<file path="config.mk">
export PLATFORM = sky130hd
export DESIGN_NAME = ccr_regs
export DESIGN_NICKNAME = d
export VERILOG_FILES = /design/src/inc/ccr_pkg.sv /design/src/logic/ccr_regs.sv
export SDC_FILE = /design/constraint.sdc
export NUM_CORES = 1
export LEC_CHECK = 0
export BUFFER_PORTS_ARGS = -buffer_cell sky130_fd_sc_hd__buf_2
export CORE_ASPECT_RATIO = 0.7
export CORE_MARGIN = 4
export CORE_UTILIZATION = 50
export CTS_CLUSTER_SIZE = 8
export DETAILED_ROUTE_END_ITERATION = 16
export PLACE_DENSITY_LB_ADDON = 0.3
export SYNTH_ARGS = -nofsm -noshare
export SYNTH_HDL_FRONTEND = slang
export SYNTH_SLANG_ARGS = --single-unit
</file>
<file path="constraint.sdc">
create_clock -name mclk_i -period 17.8 [get_ports mclk_i]
set_input_delay 3.56 -clock mclk_i [delete_from_list [all_inputs] [get_ports mclk_i]]
set_output_delay 3.56 -clock mclk_i [all_outputs]
set_load 0.05 [all_outputs]
</file>
<file path="src/inc/ccr_pkg.sv">
/*
  ccr_pkg: command codes, field positions, reset values and fixed
  default coefficients of the codec channel configuration registers.
  Assumes a byte-wide host command port and four voice channels.
*/
package ccr_pkg;

  // command codes, bit 0 is the read/write select (0 write, 1 read) except in the 73h revision code
  localparam logic [7:0] CMD_PIN_DIR    = 8'h54;
  localparam logic [7:0] CMD_OP_FUNC    = 8'h60;
  localparam logic [7:0] CMD_IRQ_MASK   = 8'h6C;
  localparam logic [7:0] CMD_OP_COND    = 8'h70;
  localparam logic [7:0] CMD_REVISION   = 8'h73;
  localparam logic [7:0] CMD_TX_GAIN    = 8'h80;
  localparam logic [7:0] CMD_RX_GAIN    = 8'h82;
  localparam int         RW_BIT         = 0;

  // reset values
  localparam logic [4:0]  RST_PIN_DIR   = 5'h00;
  localparam logic [7:0]  RST_OP_FUNC   = 8'h00;
  localparam logic [7:0]  RST_IRQ_MASK  = 8'hFF;
  localparam logic [7:0]  RST_OP_COND   = 8'h00;
  localparam logic [15:0] RST_TX_GAIN   = 16'hA9F0;
  localparam logic [15:0] RST_RX_GAIN   = 16'h23A1;

  // fixed defaults, never touched by coefficient writes
  localparam logic [15:0] ROM_TX_GAIN   = 16'hA9F0;
  localparam logic [15:0] ROM_RX_GAIN   = 16'h23A1;

  // operating functions fields
  localparam int F_LINEAR   = 7;
  localparam int F_MU_LAW   = 6;
  localparam int F_RX_GAIN  = 5;
  localparam int F_TX_GAIN  = 4;
  localparam int F_X        = 3;
  localparam int F_R        = 2;
  localparam int F_IMP      = 1;
  localparam int F_BAL      = 0;

  // operating conditions fields
  localparam int C_TX_CUT   = 7;
  localparam int C_RX_CUT   = 6;
  localparam int C_HP_BYP   = 5;
  localparam int C_RX_LOSS  = 4;
  localparam int C_TX_ARM   = 3;
  localparam int C_IF_LOOP  = 2;
  localparam int C_FULL_LP  = 1;
  localparam int C_TONE     = 0;

  // sign bits inside a gain word (1 means a factor of minus one)
  localparam int G_SIGN4    = 15;
  localparam int G_SIGN3    = 11;
  localparam int G_SIGN2    = 7;
  localparam int G_SIGN1    = 3;

  // command sequencer, gray along idle -> byte1 -> byte2
  typedef enum logic [1:0] {
    CCR_IDLE  = 2'b00,
    CCR_BYTE1 = 2'b01,
    CCR_BYTE2 = 2'b11
  } ccr_state_t;

endpackage

</file>
<file path="src/logic/ccr_regs.sv">
/*
  ccr_regs: per-channel configuration and status registers of a
  four-channel voice codec, written and read through byte commands.
  Assumes the host port bytes come from logic on mclk_i, the channel
  enable bits come from a register on the same clock, and the line
  pins and detect bits arrive asynchronously.
*/
// Behaviour
// - five line pins per channel: direction 1 output, 0 input, reset inputs
// - command bit 0 chooses write (0) or read (1) of following bytes
// - operating functions: 60h write, 61h read, one byte
// - coding bit 0 compressed, 1 linear; law bit 0 A-law, 1 mu-law
// - each filter enable bit: 0 default coefficients, 1 programmed
// - defaults live in fixed storage apart from writable coefficients
// - eight-bit detect mask, 6Ch write, 6Dh read
// - masked detect change never pulls interrupt low; all masked at reset
// - mask access and revision read ignore channel enables
// - transmit cutoff bit (70h/71h) 1 disconnects transmit path
// - receive cutoff cuts receive path and disables balance filter
// - high-pass bit 1 bypasses transmit high-pass, 0 applies it
// - lower receive gain bit 1 inserts extra receive loss
// - arm bit 1 arms transmit interrupt
// - interface loopback bit 1 enables slot-assigner loopback
// - full loopback bit 1 enables full digital loopback, reset 0
// - tone bit 1 injects receive test tone; conditions reset to 00h
// - 73h returns an eight-bit revision code, no read/write bit
// - gain sign field 0 means plus one, 1 means minus one
// - transmit gain 80h/81h, two bytes, reset A9F0h
// - receive gain 82h/83h, two bytes, reset 23A1h
// - disabled channels ignore channel-dependent commands
// - detect bits are two-flop synchronized inputs passed out unmasked; the mask gates only the interrupt
`timescale 1ns/1ns

module ccr_regs #(
  parameter int        NCH      = 4,
  parameter int        NPIN     = 5,
  parameter logic [7:0] REV_CODE = 8'h5A  // arbitrary value
) (
  input  wire logic              mclk_i,
  input  wire logic              rst_i,
  input  wire logic              byte_valid_i,
  input  wire logic              byte_first_i,
  input  wire logic [7:0]        byte_i,
  output logic      [7:0]        rd_byte_o,
  output logic                   rd_valid_o,
  input  wire logic [NCH-1:0]    chan_en_i,
  input  wire logic [NCH-1:0]    chan_active_i,
  input  wire logic              clk_fail_i,
  input  wire logic [2*NCH-1:0]  detect_bit_i,
  input  wire logic              irq_clear_i,
  output logic                   irq_n_o,
  output logic [2*NCH-1:0]       detect_bit_o,
  input  wire logic [NCH*NPIN-1:0] line_io_i,
  input  wire logic [NCH*NPIN-1:0] line_out_i,
  output logic [NCH*NPIN-1:0]    line_io_o,
  output logic [NCH*NPIN-1:0]    line_io_oe_o,
  output logic [NCH*NPIN-1:0]    line_in_o,
  output logic [NCH-1:0]         linear_code_o,
  output logic [NCH-1:0]         mu_law_o,
  output logic [NCH*6-1:0]       filter_prog_o,
  output logic [NCH-1:0]         tx_cutoff_o,
  output logic [NCH-1:0]         rx_cutoff_o,
  output logic [NCH-1:0]         balance_off_o,
  output logic [NCH-1:0]         highpass_bypass_o,
  output logic [NCH-1:0]         rx_loss_insert_o,
  output logic [NCH-1:0]         tx_irq_arm_o,
  output logic [NCH-1:0]         interface_loopback_o,
  output logic [NCH-1:0]         full_loopback_o,
  output logic [NCH-1:0]         test_tone_on_o,
  output logic [NCH*16-1:0]      tx_gain_coef_o,
  output logic [NCH*16-1:0]      rx_gain_coef_o
);

  // command decode targets
  typedef enum logic [2:0] {
    CCR_OP_NONE, CCR_OP_DIR, CCR_OP_FUNC, CCR_OP_MASK,
    CCR_OP_COND, CCR_OP_REV, CCR_OP_TXG, CCR_OP_RXG
  } ccr_op_t;

  ccr_pkg::ccr_state_t state_ff;
  ccr_pkg::ccr_state_t nxt_state;
  ccr_op_t             op_ff;
  ccr_op_t             nxt_op;
  logic                read_ff;
  logic [7:0]          hold_ff;
  logic [7:0]          mask_ff;
  logic [2*NCH-1:0]    det_meta_ff;
  logic [2*NCH-1:0]    det_sync_ff;
  logic [2*NCH-1:0]    det_prev_ff;
  logic [2*NCH-1:0]    pend_ff;
  logic [NCH*NPIN-1:0] pin_meta_ff;
  logic [NCH*NPIN-1:0] pin_sync_ff;
  logic [NPIN-1:0]     dir_ff  [NCH];
  logic [7:0]          func_ff [NCH];
  logic [7:0]          cond_ff [NCH];
  logic [15:0]         txg_ff  [NCH];
  logic [15:0]         rxg_ff  [NCH];
  logic                data_strobe;
  logic                wr_fire;
  logic [1:0]          rd_ch;
  logic [7:0]          nxt_rd_byte;

  // a data byte is any strobe that is not a command byte
  assign data_strobe = byte_valid_i & ~byte_first_i;
  // single-byte registers commit on byte one, gains on byte two
  assign wr_fire = data_strobe & ~read_ff &
                   ((state_ff == ccr_pkg::CCR_BYTE2) |
                    (state_ff == ccr_pkg::CCR_BYTE1 &&
                     op_ff != CCR_OP_TXG && op_ff != CCR_OP_RXG));

  // command byte decode; bit 0 ignored when matching a pair
  always_comb begin
    nxt_op = CCR_OP_NONE;
    unique case ({byte_i[7:1], 1'b0})
      ccr_pkg::CMD_PIN_DIR:  nxt_op = CCR_OP_DIR;
      ccr_pkg::CMD_OP_FUNC:  nxt_op = CCR_OP_FUNC;
      ccr_pkg::CMD_IRQ_MASK: nxt_op = CCR_OP_MASK;
      ccr_pkg::CMD_OP_COND:  nxt_op = CCR_OP_COND;
      ccr_pkg::CMD_TX_GAIN:  nxt_op = CCR_OP_TXG;
      ccr_pkg::CMD_RX_GAIN:  nxt_op = CCR_OP_RXG;
      default:               nxt_op = CCR_OP_NONE;
    endcase
    // revision is one exact code, not a pair
    if (byte_i == ccr_pkg::CMD_REVISION) begin
      nxt_op = CCR_OP_REV;
    end else if ({byte_i[7:1], 1'b0} == ccr_pkg::CMD_REVISION &&
                 byte_i[ccr_pkg::RW_BIT] == 1'b0) begin
      nxt_op = CCR_OP_NONE;
    end
  end

  // sequencer: a command byte always restarts, so a lost byte heals
  always_comb begin
    nxt_state = state_ff;
    if (byte_valid_i && byte_first_i) begin
      nxt_state = (nxt_op == CCR_OP_NONE) ? ccr_pkg::CCR_IDLE
                                          : ccr_pkg::CCR_BYTE1;
    end else if (data_strobe) begin
      unique case (state_ff)
        ccr_pkg::CCR_IDLE:  nxt_state = ccr_pkg::CCR_IDLE;
        ccr_pkg::CCR_BYTE1: nxt_state =
          (op_ff == CCR_OP_TXG || op_ff == CCR_OP_RXG) ?
          ccr_pkg::CCR_BYTE2 : ccr_pkg::CCR_IDLE;
        ccr_pkg::CCR_BYTE2: nxt_state = ccr_pkg::CCR_IDLE;
        default:            nxt_state = ccr_pkg::CCR_IDLE;
      endcase
    end
  end

  // sequencer state and latched command
  always_ff @(posedge mclk_i or posedge rst_i) begin
    if (rst_i) begin
      state_ff <= ccr_pkg::CCR_IDLE;
      op_ff    <= CCR_OP_NONE;
      read_ff  <= 1'b0;
    end else begin
      state_ff <= nxt_state;
      if (byte_valid_i && byte_first_i) begin
        op_ff   <= nxt_op;
        read_ff <= byte_i[ccr_pkg::RW_BIT];
      end
    end
  end

  // first gain byte waits here so a gain word changes in one step
  always_ff @(posedge mclk_i or posedge rst_i) begin
    if (rst_i) begin
      hold_ff <= 8'h00;
    end else if (data_strobe && state_ff == ccr_pkg::CCR_BYTE1) begin
      hold_ff <= byte_i;
    end
  end

  // lowest enabled channel answers reads; with none enabled, channel-dependent reads are zero
  always_comb begin
    rd_ch = 2'd0;
    for (int i = NCH - 1; i >= 0; i--) begin
      if (chan_en_i[i]) begin
        rd_ch = i[1:0];
      end
    end
  end

  // read data for the byte now being transferred
  always_comb begin
    nxt_rd_byte = 8'h00;
    unique case (op_ff)
      CCR_OP_MASK: nxt_rd_byte = mask_ff;
      CCR_OP_REV:  nxt_rd_byte = REV_CODE;
      CCR_OP_DIR:  nxt_rd_byte = {1'b0, chan_active_i[rd_ch], clk_fail_i,
                                  dir_ff[rd_ch]};
      CCR_OP_FUNC: nxt_rd_byte = func_ff[rd_ch];
      CCR_OP_COND: nxt_rd_byte = cond_ff[rd_ch];
      CCR_OP_TXG:  nxt_rd_byte = (state_ff == ccr_pkg::CCR_BYTE1) ?
                                 txg_ff[rd_ch][15:8] : txg_ff[rd_ch][7:0];
      CCR_OP_RXG:  nxt_rd_byte = (state_ff == ccr_pkg::CCR_BYTE1) ?
                                 rxg_ff[rd_ch][15:8] : rxg_ff[rd_ch][7:0];
      default:     nxt_rd_byte = 8'h00;
    endcase
    // channel-dependent reads need some channel enabled
    if (op_ff != CCR_OP_MASK && op_ff != CCR_OP_REV && chan_en_i == '0) begin
      nxt_rd_byte = 8'h00;
    end
  end

  // read answer one cycle after each data strobe of a read command
  always_ff @(posedge mclk_i or posedge rst_i) begin
    if (rst_i) begin
      rd_byte_o  <= 8'h00;
      rd_valid_o <= 1'b0;
    end else begin
      rd_valid_o <= data_strobe & read_ff &
                    (state_ff != ccr_pkg::CCR_IDLE);
      if (data_strobe && read_ff && state_ff != ccr_pkg::CCR_IDLE) begin
        rd_byte_o <= nxt_rd_byte;
      end
    end
  end

  // detect mask is global, never gated by channel enables
  always_ff @(posedge mclk_i or posedge rst_i) begin
    if (rst_i) begin
      mask_ff <= ccr_pkg::RST_IRQ_MASK;
    end else if (wr_fire && op_ff == CCR_OP_MASK) begin
      mask_ff <= byte_i;
    end
  end

  // detect inputs are asynchronous: two flops before any use
  always_ff @(posedge mclk_i or posedge rst_i) begin
    if (rst_i) begin
      det_meta_ff <= '0;
      det_sync_ff <= '0;
      det_prev_ff <= '0;
    end else begin
      det_meta_ff <= detect_bit_i;
      det_sync_ff <= det_meta_ff;
      det_prev_ff <= det_sync_ff;
    end
  end

  // unmasked changes latch; a new change beats a same-cycle clear
  always_ff @(posedge mclk_i or posedge rst_i) begin
    if (rst_i) begin
      pend_ff      <= '0;
      irq_n_o      <= 1'b1;
      detect_bit_o <= '0;  // keeps reset from acting as a data enable
    end else begin
      pend_ff <= ((irq_clear_i ? '0 : pend_ff) |
                  ((det_sync_ff ^ det_prev_ff) & ~mask_ff));
      irq_n_o <= ~|(pend_ff & ~mask_ff);
      detect_bit_o <= det_sync_ff;
    end
  end

  // line pins are asynchronous as well
  always_ff @(posedge mclk_i or posedge rst_i) begin
    if (rst_i) begin
      pin_meta_ff <= '0;
      pin_sync_ff <= '0;
    end else begin
      pin_meta_ff <= line_io_i;
      pin_sync_ff <= pin_meta_ff;
    end
  end

  // per-channel storage and decoded controls
  for (genvar c = 0; c < NCH; c++) begin : g_ch
    logic wr_ch;

    // writes land only in enabled channels
    assign wr_ch = wr_fire & chan_en_i[c];

    // configuration registers of this channel
    always_ff @(posedge mclk_i or posedge rst_i) begin
      if (rst_i) begin
        dir_ff[c]  <= ccr_pkg::RST_PIN_DIR;
        func_ff[c] <= ccr_pkg::RST_OP_FUNC;
        cond_ff[c] <= ccr_pkg::RST_OP_COND;
        txg_ff[c]  <= ccr_pkg::RST_TX_GAIN;
        rxg_ff[c]  <= ccr_pkg::RST_RX_GAIN;
      end else if (wr_ch) begin
        unique case (op_ff)
          CCR_OP_DIR:  dir_ff[c]  <= byte_i[NPIN-1:0];
          CCR_OP_FUNC: func_ff[c] <= byte_i;
          CCR_OP_COND: cond_ff[c] <= byte_i;
          CCR_OP_TXG:  txg_ff[c]  <= {hold_ff, byte_i};
          CCR_OP_RXG:  rxg_ff[c]  <= {hold_ff, byte_i};
          default:     ;
        endcase
      end
    end

    // registered outputs; defaults come from constants, never the rams
    always_ff @(posedge mclk_i or posedge rst_i) begin
      if (rst_i) begin
        line_io_oe_o[c*NPIN +: NPIN]  <= '0;
        line_io_o[c*NPIN +: NPIN]     <= '0;
        line_in_o[c*NPIN +: NPIN]     <= '0;
        linear_code_o[c]              <= 1'b0;
        mu_law_o[c]                   <= 1'b0;
        filter_prog_o[c*6 +: 6]       <= '0;
        tx_cutoff_o[c]                <= 1'b0;
        rx_cutoff_o[c]                <= 1'b0;
        balance_off_o[c]              <= 1'b0;
        highpass_bypass_o[c]          <= 1'b0;
        rx_loss_insert_o[c]           <= 1'b0;
        tx_irq_arm_o[c]               <= 1'b0;
        interface_loopback_o[c]       <= 1'b0;
        full_loopback_o[c]            <= 1'b0;
        test_tone_on_o[c]             <= 1'b0;
        tx_gain_coef_o[c*16 +: 16]    <= ccr_pkg::ROM_TX_GAIN;
        rx_gain_coef_o[c*16 +: 16]    <= ccr_pkg::ROM_RX_GAIN;
      end else begin
        line_io_oe_o[c*NPIN +: NPIN]  <= dir_ff[c];
        line_io_o[c*NPIN +: NPIN]     <= line_out_i[c*NPIN +: NPIN];
        line_in_o[c*NPIN +: NPIN]     <= pin_sync_ff[c*NPIN +: NPIN];
        linear_code_o[c]   <= func_ff[c][ccr_pkg::F_LINEAR];
        // law only matters while compressed coding is chosen
        mu_law_o[c]        <= ~func_ff[c][ccr_pkg::F_LINEAR] &
                              func_ff[c][ccr_pkg::F_MU_LAW];
        filter_prog_o[c*6 +: 6] <= func_ff[c][5:0];
        tx_cutoff_o[c]     <= cond_ff[c][ccr_pkg::C_TX_CUT];
        rx_cutoff_o[c]     <= cond_ff[c][ccr_pkg::C_RX_CUT];
        balance_off_o[c]   <= cond_ff[c][ccr_pkg::C_RX_CUT];
        highpass_bypass_o[c] <= cond_ff[c][ccr_pkg::C_HP_BYP];
        rx_loss_insert_o[c]  <= cond_ff[c][ccr_pkg::C_RX_LOSS];
        tx_irq_arm_o[c]      <= cond_ff[c][ccr_pkg::C_TX_ARM];
        interface_loopback_o[c] <= cond_ff[c][ccr_pkg::C_IF_LOOP];
        full_loopback_o[c]   <= cond_ff[c][ccr_pkg::C_FULL_LP];
        test_tone_on_o[c]    <= cond_ff[c][ccr_pkg::C_TONE];
        // sign bits pass unchanged; the datapath reads 1 as minus one
        tx_gain_coef_o[c*16 +: 16] <=
          func_ff[c][ccr_pkg::F_TX_GAIN] ? txg_ff[c]
                                         : ccr_pkg::ROM_TX_GAIN;
        rx_gain_coef_o[c*16 +: 16] <=
          func_ff[c][ccr_pkg::F_RX_GAIN] ? rxg_ff[c]
                                         : ccr_pkg::ROM_RX_GAIN;
      end
    end
  end

endmodule // ccr_regs

</file>
==> run metrics, run 1 <==
DRT iter0 DRCs 1458; Area growth syn-to-layout 21.3%; Worst Hold Path EP line_in_o[8]; number of synthesized flops with an enable pin 0; register area 0.0144 mm²; post-cts gate resize count 0; Worst Tran Pin Value 1.03 ns; gp weighted congestion 0.964; IO buf count 343; clk_lat worst skew 0.60 ns; hold_buf cts 0; starting density of the core 50.6%; worst path bufs/invs 6; LEAKAGE 0.0124 µW; die width 251 µm; P per Cell Area 113 mW/mm²; CTS sink cnt 568; internal reg-to-reg setup slack 15.14 ns; RSZ-0062 raised after global routing no; HP Start pin_sync_ff[8]; gr usage total 26.1%; H-tree depth 3; status complete, no violations; Tot Pwr 2830 µW; # fillers 3182; fin crit share 36.7%; Post-DP HPWL 39.9 mm; DRC viols 0; area share of the largest cell type after synthesis 54.0%; number of setup buffers added after CTS 0; sequential area share after synthesis 69.3%; Post-synth top cells dfrtp_1 (447), mux2_2 (148), dfstp_2 (121), mux2_1 (80), and2_1 (79); Die Span Y 178 µm; post-layout net count 1829; peak supply drop 0.0653 mV; max incr delay on CP 0.94 ns; count of final hold-check violations 0; Highest Clock Rate 153 MHz; Setup violations, final 0; Synth area leader dfrtp_1; vias in the first global route 13800; Finished Core Util 61.3%; max-cap viol count 0; grt ovf 0; CTS tree built; vias per cell 5.66; post-layout minimum cycle time 6.53 ns; DRT Pass-1 Iters 6; vias 13300; CTS clk-pin slew, worst paths 0.05 ns; Die ar. 0.0448 mm²; Antenna Nets Post-Route 0; Final TNS setup 0 ns; RR Startpoint op_ff[1]; Relative slew margins 31.2%; worst path arrival time 7.10 ns; Synth Flop Type dfrtp_1; Min-Delay Path Class flop to flop; Synth Cell Area 0.0207 mm²; WHS Path Cells 0; clk_skew 0.0245 ns; CTS max path bufs 3; Total Wirelength 58.9 mm; count of cell types in the netlist 66; Core Area 0.0410 mm²; Critical-path top delay cell buf_4; Yosys warning count 0; worst r2r dst cond_ff[22]; CP startpoint kind input pin; IO Count 344; CP dominant cell by count buf_4; area of the multi-input gates 0.00589 mm²; critical path capture point type asynchronous set/reset pin; number of antenna violations at the first check in global routing 5; Crit Path Class input pin to asynchronous set/reset pin; total CTS buffers 80; largest net degree at the start of global routing 188; fin. max-slew vios 0; Root Buffer clkbuf_16; crit-path cells buf_2 -> clkinvlp_4 -> buf_4 -> buf_4 -> buf_4 -> buf_4; syn nets 1468; DR WL/cell 25.0 µm; share of cells above drive strength 1 40.8%; FP Rows 62; cell with the most instances after synthesis dfrtp_1; Syn Inst Count 1398; syn avg cell area 14.8 µm²; FF-to-FF path depth 4; largest cells by area after synthesis dfrtp_1 (54%), dfstp_2 (15%), mux2_2 (8.0%), mux2_1 (4.3%), and2_1 (2.4%); flops & latches, synth 568; first-pass GRT wire length 87.4 mm; cell family with most CP delay buffers and inverters; async set or reset register ratio after synthesis 100%; CP Data Required Time 18.37 ns; Worst Path Max Fanout 86
-- how the worst max path moves through the flow --
stage | startpoint | endpoint | slack [ns] | depth (start not counted)
5_1_grt | rst_i | rx_gain_coef_o[19] | 10.63 | 6
2_1_floorplan | rst_i | balance_off_o[0] | 6.60 | 1
4_1_cts | rst_i | rx_gain_coef_o[19] | 11.12 | 6
3_3_place_gp | rst_i | rxg_ff[42] | 10.59 | 6
6_report | rst_i | rxg_ff[1] | 11.27 | 6
3_5_place_dp | rst_i | rx_gain_coef_o[10] | 10.50 | 6
-- through the flow --
step	hold slack, ns	instance area [µm²]	setup WS, ns	std cells
after detailed placement	0.335	22800	10.50	2221
final	0.325	25100	11.27	2357
after global placement	0.331	22800	10.59	2221
after CTS	0.332	25100	11.12	2356
after floorplan	0.331	20700	6.60	1398
after global routing	0.339	25100	10.63	2356
-- placed cells by master (no fill, tap or decap), types with 6 or more instances in the layout --
cell type  synthesis  layout
buf_2             18     343
nor2_1            29      29
mux2_2           148     148
or3_1              9       9
inv_1             19      18
mux2i_1           10      10
mux2_1            80      80
buf_4             16      12
clkbuf_1          40      49
a22oi_1           18      18
dfrtp_1          447     447
a32oi_1            7       7
mux4_2             6       6
nand2_2            7       7
clkbuf_16          0      80
dfstp_2          121     121
o22ai_1           30      30
nand2_1           49      49
and3_1             6       6
and2_1            79      79
o21ai_0           16      16
nand3_1           11      11
a21oi_1           38      38
nand2b_1          68      68
a221oi_1           7       7
xnor2_1            9       9
nor2b_1           10      10
o221ai_1          27      27
-- cell type report --
class / count / share of cell area (%)
Tap cell: 544 / 2.71
Timing Repair Buffer: 356 / 7.27
Inverter: 21 / 0.329
Clock inverter: 6 / 0.344
Sequential cell: 568 / 57.2
Antenna cell: 1 / 0.00996
Multi-Input combinational cell: 732 / 23.5
Clock buffer: 129 / 8.70
-- state kept, by name, indices dropped and copies added (netlist names), 24 cells and up --
signal	count
tx_gain_coef_o	64
func_ff	32
txg_ff	64
rxg_ff	64
rx_gain_coef_o	64
filter_prog_o	24
cond_ff	32
-- logic make-up (layout without fill, tap and decap cells) --
logic type | after synthesis | after routing | synth area share (%)
compound gates | 189 | 189 | 6.64
other cells | 0 | 1 | 0
mux | 244 | 244 | 13.5
buf+inv | 98 | 512 | 2.25
flops | 568 | 568 | 69.3
simple gates | 290 | 290 | 7.87
xor+xnor | 9 | 9 | 0.380
-- metal layers --
layer | track usage (%) | vias to the layer above | share of wire [%]
met3 | 8.13 | 123 | 10
li1 | - | 5658 | -
met2 | 38.5 | 705 | 45
met1 | 37.0 | 6852 | 42
met4 | 9.75 | 8 | 3.2
met5 | 0 | - | 0.10
-- power by group --
part           switching [µW]  internal, µW  leakage [µW]
logic                    92.7          27.5       0.00409
clock network             536           835       0.00108
registers                21.5          1320       0.00723
total                     650          2180        0.0124
No activity file was read; power rests on OpenSTA's default activity.
==> run 2: changes to the inputs <==
--- a/config.mk
+++ b/config.mk
@@ -5,10 +5,11 @@
 export SDC_FILE = /design/constraint.sdc
 export NUM_CORES = 1
 export LEC_CHECK = 0
+export ABC_AREA = 1
 export BUFFER_PORTS_ARGS = -buffer_cell sky130_fd_sc_hd__buf_2
 export CORE_ASPECT_RATIO = 0.7
 export CORE_MARGIN = 4
-export CORE_UTILIZATION = 50
+export CORE_UTILIZATION = 51
 export CTS_CLUSTER_SIZE = 8
 export DETAILED_ROUTE_END_ITERATION = 16
 export PLACE_DENSITY_LB_ADDON = 0.3
==> constraint.sdc (replaced) <==
create_clock -name mclk_i -period 5.6 [get_ports mclk_i]
set_input_delay 1.12 -clock mclk_i [delete_from_list [all_inputs] [get_ports mclk_i]]
set_output_delay 1.12 -clock mclk_i [all_outputs]
set_load 0.05 [all_outputs]
==> run 2 against run 1 <==
Area after synthesis rose by 2.8%. Power rose to 3.3 times the previous value. Global-route usage rose by 2.6 points. Clock-buffer cell count did not move. Sequential share of layout area fell by 1.3 points. Clock skew barely moved. Largest cell class unchanged. Highest routed layer is now met4.
==> run metrics, run 2 <==
status complete, no violations; commonest non-fill, non-tap cells in the layout nand2_1 (583), dfrtp_1 (447), buf_2 (343); Post-Place Cells 2928 (+32%); CTS tree built; count of final hold-check violations 0 (unchanged); DRC viols 0 (unchanged); vias per cell 5.38 (-5.0%); worst path arrival time 3.60 ns (-3.50 ns); number of antenna violations at the first check in global routing 0 (-5); gp weighted congestion 1.00 (+4.3%); number of synthesized flops with an enable pin 0 (unchanged); cell with the most instances after synthesis nand2_1; post-layout minimum cycle time 3.11 ns; post-layout net count 2537 (+39%); P per Cell Area 364 mW/mm² (+220%); Clk pwr share 47.7% (-0.8 points); DRT iter0 DRCs 2016 (+38%); DR WL/cell 21.1 µm (-16%); CTS clk-pin slew, worst paths 0.05 ns (about the same); Post-DP HPWL 44.1 mm (+10%); crit-path cells inv_1 -> nor2_1 -> nand2_1 -> o21ai_0; IO buf count 343 (unchanged); CTS max path bufs 3 (unchanged); starting density of the core 51.8% (+1.2 points); largest net degree at the start of global routing 154 (-18%); syn nets 2212 (+51%); clk_skew 0.0242 ns (-0.000281 ns); Min-Delay Path Class flop to flop; max incr delay on CP 0.92 ns (-0.02 ns); Root Buffer clkbuf_16; RSZ-0062 raised after global routing no; first-pass GRT wire length 98.1 mm (+12%); LEAKAGE 0.0131 µW (+5.3%); clk_lat worst skew 0.61 ns (about the same); fin crit share 55.5%; Die Span Y 179 µm (+0.36%); Relative slew margins 7.98% (-23 points); max-cap viol count 0 (unchanged); syn avg cell area 9.94 µm² (-33%); sequential area share after synthesis 67.5% (-1.9 points); gr usage total 28.8% (+2.6 points); Worst Path Max Fanout 32 (-63%); cell internal pwr 7060 µW (+220%); DRT Pass-1 Iters 6 (unchanged); Highest Clock Rate 322 MHz; fin. max-slew vios 0 (unchanged); CP Data Required Time 6.09 ns (-12.28 ns); grt ovf 0 (unchanged); flops & latches, synth 568 (unchanged); Synth Flop Type dfrtp_1; Synth area leader dfrtp_1; Die ar. 0.0451 mm² (+0.73%); Area growth syn-to-layout 20.6%; critical path capture point type flop; Yosys warning count 0 (unchanged); die width 252 µm (+0.37%); Antenna Nets Post-Route 0 (unchanged); H-tree depth 3 (unchanged); share of cells above drive strength 1 23.3% (-17 points); Core Area 0.0411 mm² (+0.38%); Synth Cell Area 0.0213 mm² (+2.8%); total CTS buffers 81 (+1.3%); Critical-path top delay cell nor2_1; IO Count 344 (unchanged); count of cell types in the netlist 32 (-52%); peak supply drop 0.274 mV (+320%); Total Wirelength 64.7 mm (+9.8%); hold_buf cts 0 (unchanged); Crit Path Class flop to flop; CP startpoint kind flop; Worst Tran Pin Value 1.38 ns (+0.347 ns); CTS sink cnt 568 (unchanged); Post-synth top cells nand2_1 (583), dfrtp_1 (447), inv_1 (279), nand3_1 (237), o21ai_0 (235); post-cts gate resize count 0 (unchanged); fin cells 3064 (+30%); Syn Inst Count 2142 (+53%); largest cells by area after synthesis dfrtp_1 (53%), dfstp_2 (15%), nand2_1 (10%), nand3_1 (5.6%), o21ai_0 (5.5%); vias in the first global route 15900 (+15%); switching power share of the total 24.5% (+1.5 points); async set or reset register ratio after synthesis 100% (unchanged); part of the power in registers 45.6% (-1.7 points); area share of the largest cell type after synthesis 52.5% (-1.5 points); vias 16500 (+24%); Setup violations, final 0 (unchanged); most common cell after layout, fill and taps aside nand2_1; Final TNS setup 0 ns (unchanged); Psw 2290 µW (+250%); Comb power frac 6.7% (+2.4 points); number of setup buffers added after CTS 0 (unchanged); FP Rows 62 (unchanged)
[run 2: cell types whose count changed after synthesis, sizes merged, moves of 45 or more]
cell / previous run / this run
inv: 21 / 281
nand2b: 68 / 0
nand3: 11 / 238
nand3b: 1 / 46
nand2: 57 / 585
o21ai: 17 / 239
and2: 79 / 0
mux2: 228 / 0
[run 2: layout make-up]
cell class / count / area [µm²]
clock buffers: 129 / 2240
repair buffers: 361 / 1900
inverters: 283 / 1070
fillers: 3369 / 15400
multi-input cells: 1172 / 5350
clock inverters: 6 / 82.6
flip-flops and latches: 568 / 14400
diodes: 1 / 2.50
well taps: 544 / 681
[run 2: critical path, delay by kind of cell, from the launching register on]
| family | cells | cell delay (ns) |
|---|---|---|
| simple gates | 2 | 1.84 |
| buf+inv | 1 | 0.16 |
| flops | 1 | 0.48 |
| compound gates | 1 | 0.50 |
[run 2: layer usage]
metal  GRT usage, %  routed length (µm)  vias up
met4           6.13                 898        0
met5              0                   0        -
met1           44.7               28800     8163
met3           7.98                6990       79
li1               -                   -     7361
met2           40.7               28000      887
[run 2: power groups by stage]
stage               Sequential, µW  Combinational [µW]  Clock [µW]
floorplan                     4440                 278           0
detailed placement            4330                 616           0
global placement              4320                 610           0
finish                        4270                 625        4460
global route                  4270                 673        4720
CTS                           4260                 618        4520
[run 2: kinds of logic after synthesis]
family	count (synthesis)	share of synthesized area (%)
xor gates and xnor gates	8	0.329
AOI/OAI and AO/OA	254	6.10
and+or+nand+nor	910	18.6
buffers and inverters	402	7.48
DFF	568	67.5
[run 2: final timing paths]
check,start,to,slack (ns),depth (start not counted)
max,op_ff[0],rxg_ff[39],2.49,4
min,pin_sync_ff[14],line_in_o[14],0.34,0
max reg2reg,op_ff[0],rxg_ff[39],2.49,4
min reg2reg,pin_sync_ff[14],line_in_o[14],0.34,0
max in group asynchronous,rst_i,tx_gain_coef_o[54],3.67,4
min in group asynchronous,rst_i,pin_meta_ff[15],0.65,2
[run 2: per-stage QoR]
stage                     hold slack [ns]  total power, µW  instance area, µm²  setup slack, ns  util (%)
after global placement              0.331             4930               23400             2.05      56.8
after CTS                           0.334             9410               25700             2.59      62.5
final                               0.339             9350               25700             2.49      62.5
after floorplan                     0.331             4720               21300            -3.16         -
after detailed placement            0.335             4940               23400             2.04      56.8
after global routing                0.333             9660               25700             2.27      62.5
==> run 3: changes to the inputs <==
--- a/config.mk
+++ b/config.mk
@@ -5,11 +5,11 @@
 export SDC_FILE = /design/constraint.sdc
 export NUM_CORES = 1
 export LEC_CHECK = 0
-export ABC_AREA = 1
+export ABC_AREA = 0
 export BUFFER_PORTS_ARGS = -buffer_cell sky130_fd_sc_hd__buf_2
 export CORE_ASPECT_RATIO = 0.7
 export CORE_MARGIN = 4
-export CORE_UTILIZATION = 51
+export CORE_UTILIZATION = 55
 export CTS_CLUSTER_SIZE = 8
 export DETAILED_ROUTE_END_ITERATION = 16
 export PLACE_DENSITY_LB_ADDON = 0.3
==> constraint.sdc (replaced) <==
create_clock -name mclk_i -period 3.1 [get_ports mclk_i]
set_input_delay 0.62 -clock mclk_i [delete_from_list [all_inputs] [get_ports mclk_i]]
set_output_delay 0.62 -clock mclk_i [all_outputs]
set_load 0.05 [all_outputs]
==> run 3 against run 2 <==
The flow now finishes with violations (antenna rules). Setup slack got worse by 2.1 ns. Largest power group unchanged. Via count fell by 19%. Non-clock buffer count rose by 25. Design area fell by 1.2%. Combinational power rose by 18%. Routed wire length fell by 8.6%. Maximum frequency rose by 16%. Clock power rose by 74%. Critical endpoint is now func_ff[11]. Hold slack got worse by 0.20 ns. Critical path depth rose by 2. Sequential share of layout area rose by 0.69 points. Highest routed layer is now met5. First-iteration DRC count fell by 39%.
==> run metrics, run 3 (synthesized netlist as in run 1, its figures left out) <==
FP Rows 59 (-4.8%); Root Buffer clkbuf_16; RR Startpoint op_ff[1]; CTS clk-pin slew, worst paths 0.05 ns (about the same); met1 Track Usage GR 42.1% (-2.6 points); largest net degree at the start of global routing 114 (-26%); Post-DP HPWL 40.5 mm (-8.1%); CTS max path bufs 3 (unchanged); Highest Clock Rate 374 MHz (+16%); vias in the first global route 14000 (-12%); FF-to-FF path depth 6 (+2); CTS tree built; Die ar. 0.0409 mm² (-9.4%); share of cells above drive strength 1 42.0% (+19 points); IO Count 344 (unchanged); first-pass GRT wire length 88.8 mm (-9.5%); Core Area 0.0372 mm² (-9.5%); grt ovf 0 (unchanged); Setup violations, final 0 (unchanged); Min-Delay Path Class input pin to flop; H-tree depth 3 (unchanged); CP startpoint kind flop; vias per cell 5.77 (+7.2%); GR peak layer met2; Worst Tran Pin Value 0.877 ns (-0.502 ns); status finished with violations; Crit Path Class flop to flop; post-layout net count 1859 (-27%); Relative slew margins 41.5% (+34 points); # fillers 2596 (-23%); worst path arrival time 3.13 ns (-0.47 ns); met3 Use GR 8.55% (+0.58 points); Antenna Nets Post-Route 1 (+1); fin. max-slew vios 0 (unchanged); commonest non-fill, non-tap cells in the layout dfrtp_1 (447), buf_2 (343), mux2_2 (148); Die Span Y 170 µm (-4.8%); count of final hold-check violations 0 (unchanged); clk_skew 0.0193 ns (-0.00491 ns); Critical path origin op_ff[1]; post-layout minimum cycle time 2.67 ns (-0.434 ns); worst r2r dst func_ff[11]; DRT Pass-1 Iters 6 (unchanged); number of antenna violations at the first check in global routing 3 (+3); clk_lat worst skew 0.59 ns (-0.02 ns); critical path capture point type flop; max-cap viol count 0 (unchanged); LEAKAGE 0.0126 µW (-3.7%); internal reg-to-reg setup slack 0.43 ns (-2.07 ns); DRT iter0 DRCs 1227 (-39%); number of setup buffers added after CTS 0 (unchanged); met2 GRT Util 44.7% (+3.9 points); vias 13400 (-19%); Area growth syn-to-layout 22.5%; RSZ-0062 raised after global routing no; Total Wirelength 59.2 mm (-8.6%); Finished Core Util 68.2% (+5.7 points); most common cell after layout, fill and taps aside dfrtp_1; total CTS buffers 80 (-1.2%); die width 240 µm (-4.9%); starting density of the core 55.7% (+3.9 points); violated checks antenna rules; CTS sink cnt 568 (unchanged); gr usage total 29.3% (+0.57 points); IO buf count 343 (unchanged); fin crit share 86.2% (+31 points); P per Cell Area 639 mW/mm² (+75%); Final TNS setup 0 ns (unchanged); gp weighted congestion 0.914 (-9.0%); Critical Path Sink func_ff[11]; DR WL/cell 25.4 µm (+20%); CP Data Required Time 3.56 ns (-2.53 ns); peak supply drop 0.521 mV (+90%); DRC viols 0 (unchanged); Worst Path Max Fanout 13 (-59%)
-- run 3: cell count changes in the layout (fill, tap and decap cells not counted), sizes merged, moves of 13 or more --
| cell | delta |
|---|---|
| a21oi | +39 |
| a22oi | +17 |
| and2 | +79 |
| buf | +24 |
| clkbuf | -13 |
| inv | -259 |
| mux2 | +228 |
| nand2 | -528 |
| nand2b | +68 |
| nand3 | -227 |
| nand3b | -45 |
| o21ai | -222 |
| o221ai | +27 |
| o22ai | +20 |
-- run 3: cell type report --
| class | instances | area (µm²) | share of cell area [%] |
|---|---|---|---|
| flip-flops and latches | 568 | 14400 | 56.6 |
| multi-input cells | 732 | 5890 | 23.2 |
| repair buffers | 386 | 2170 | 8.54 |
| clock buffers | 116 | 2160 | 8.51 |
| well taps | 488 | 611 | 2.41 |
| inverters | 21 | 82.6 | 0.325 |
| clock inverters | 6 | 78.8 | 0.311 |
| diodes | 8 | 20.0 | 0.0789 |
-- run 3: per-stage QoR --
| stage | power, µW | cell area, µm² | hold WS [ns] | setup slack (ns) | std cells |
|---|---|---|---|---|---|
| floorplan | 8200 | 20700 | 0.331 | -5.16 | 1398 |
| CTS | 16300 | 25400 | 0.112 | 0.480 | 2317 |
| global placement | 8510 | 23100 | 0.331 | 0.326 | 2194 |
| detailed placement | 8530 | 23100 | 0.335 | 0.304 | 2194 |
| global route | 16800 | 25400 | 0.111 | 0.361 | 2319 |
| finish | 16200 | 25400 | 0.134 | 0.427 | 2325 |
-- run 3: worst min-delay path by stage --
stage	to	slack, ns	startpoint	cells after the start
floorplan	det_sync_ff[0]	0.33	det_meta_ff[0]	0
global placement	line_in_o[11]	0.33	pin_sync_ff[11]	0
detailed placement	det_sync_ff[0]	0.33	det_meta_ff[0]	0
CTS	line_io_o[11]	0.11	line_out_i[11]	1
global route	pin_meta_ff[13]	0.11	line_io_i[13]	1
finish	pin_meta_ff[2]	0.13	line_io_i[2]	1
-- run 3: what timing repair did --
action                                  4_1_cts  5_1_grt
resized for setup                             0        0
endpoints found under the setup margin        0        0
hold buffers                                  1        0
endpoints found under the hold margin         6        0
-- run 3: metal layers --
metal  routed length [µm]  share of wire (%)  up-vias
met5                   13              0.022        -
met4                 1270                2.2        2
met3                 5310                9.0       99
met2                27500                 46      630
met1                25100                 42     6994
li1                     -                  -     5693
-- run 3: critical path: stages, from the launching register on --
cell     delay (ns)
dfrtp_1        0.64
nand2_1        0.19
nor2_1         0.18
and2b_1        0.26
and2_1         0.30
nand2_1        0.56
mux2_2         0.41
-- run 3: power breakdown --
group          switching [µW]  internal (µW)
registers                 127           7560
clock network            3010           4770
logic                     546            194
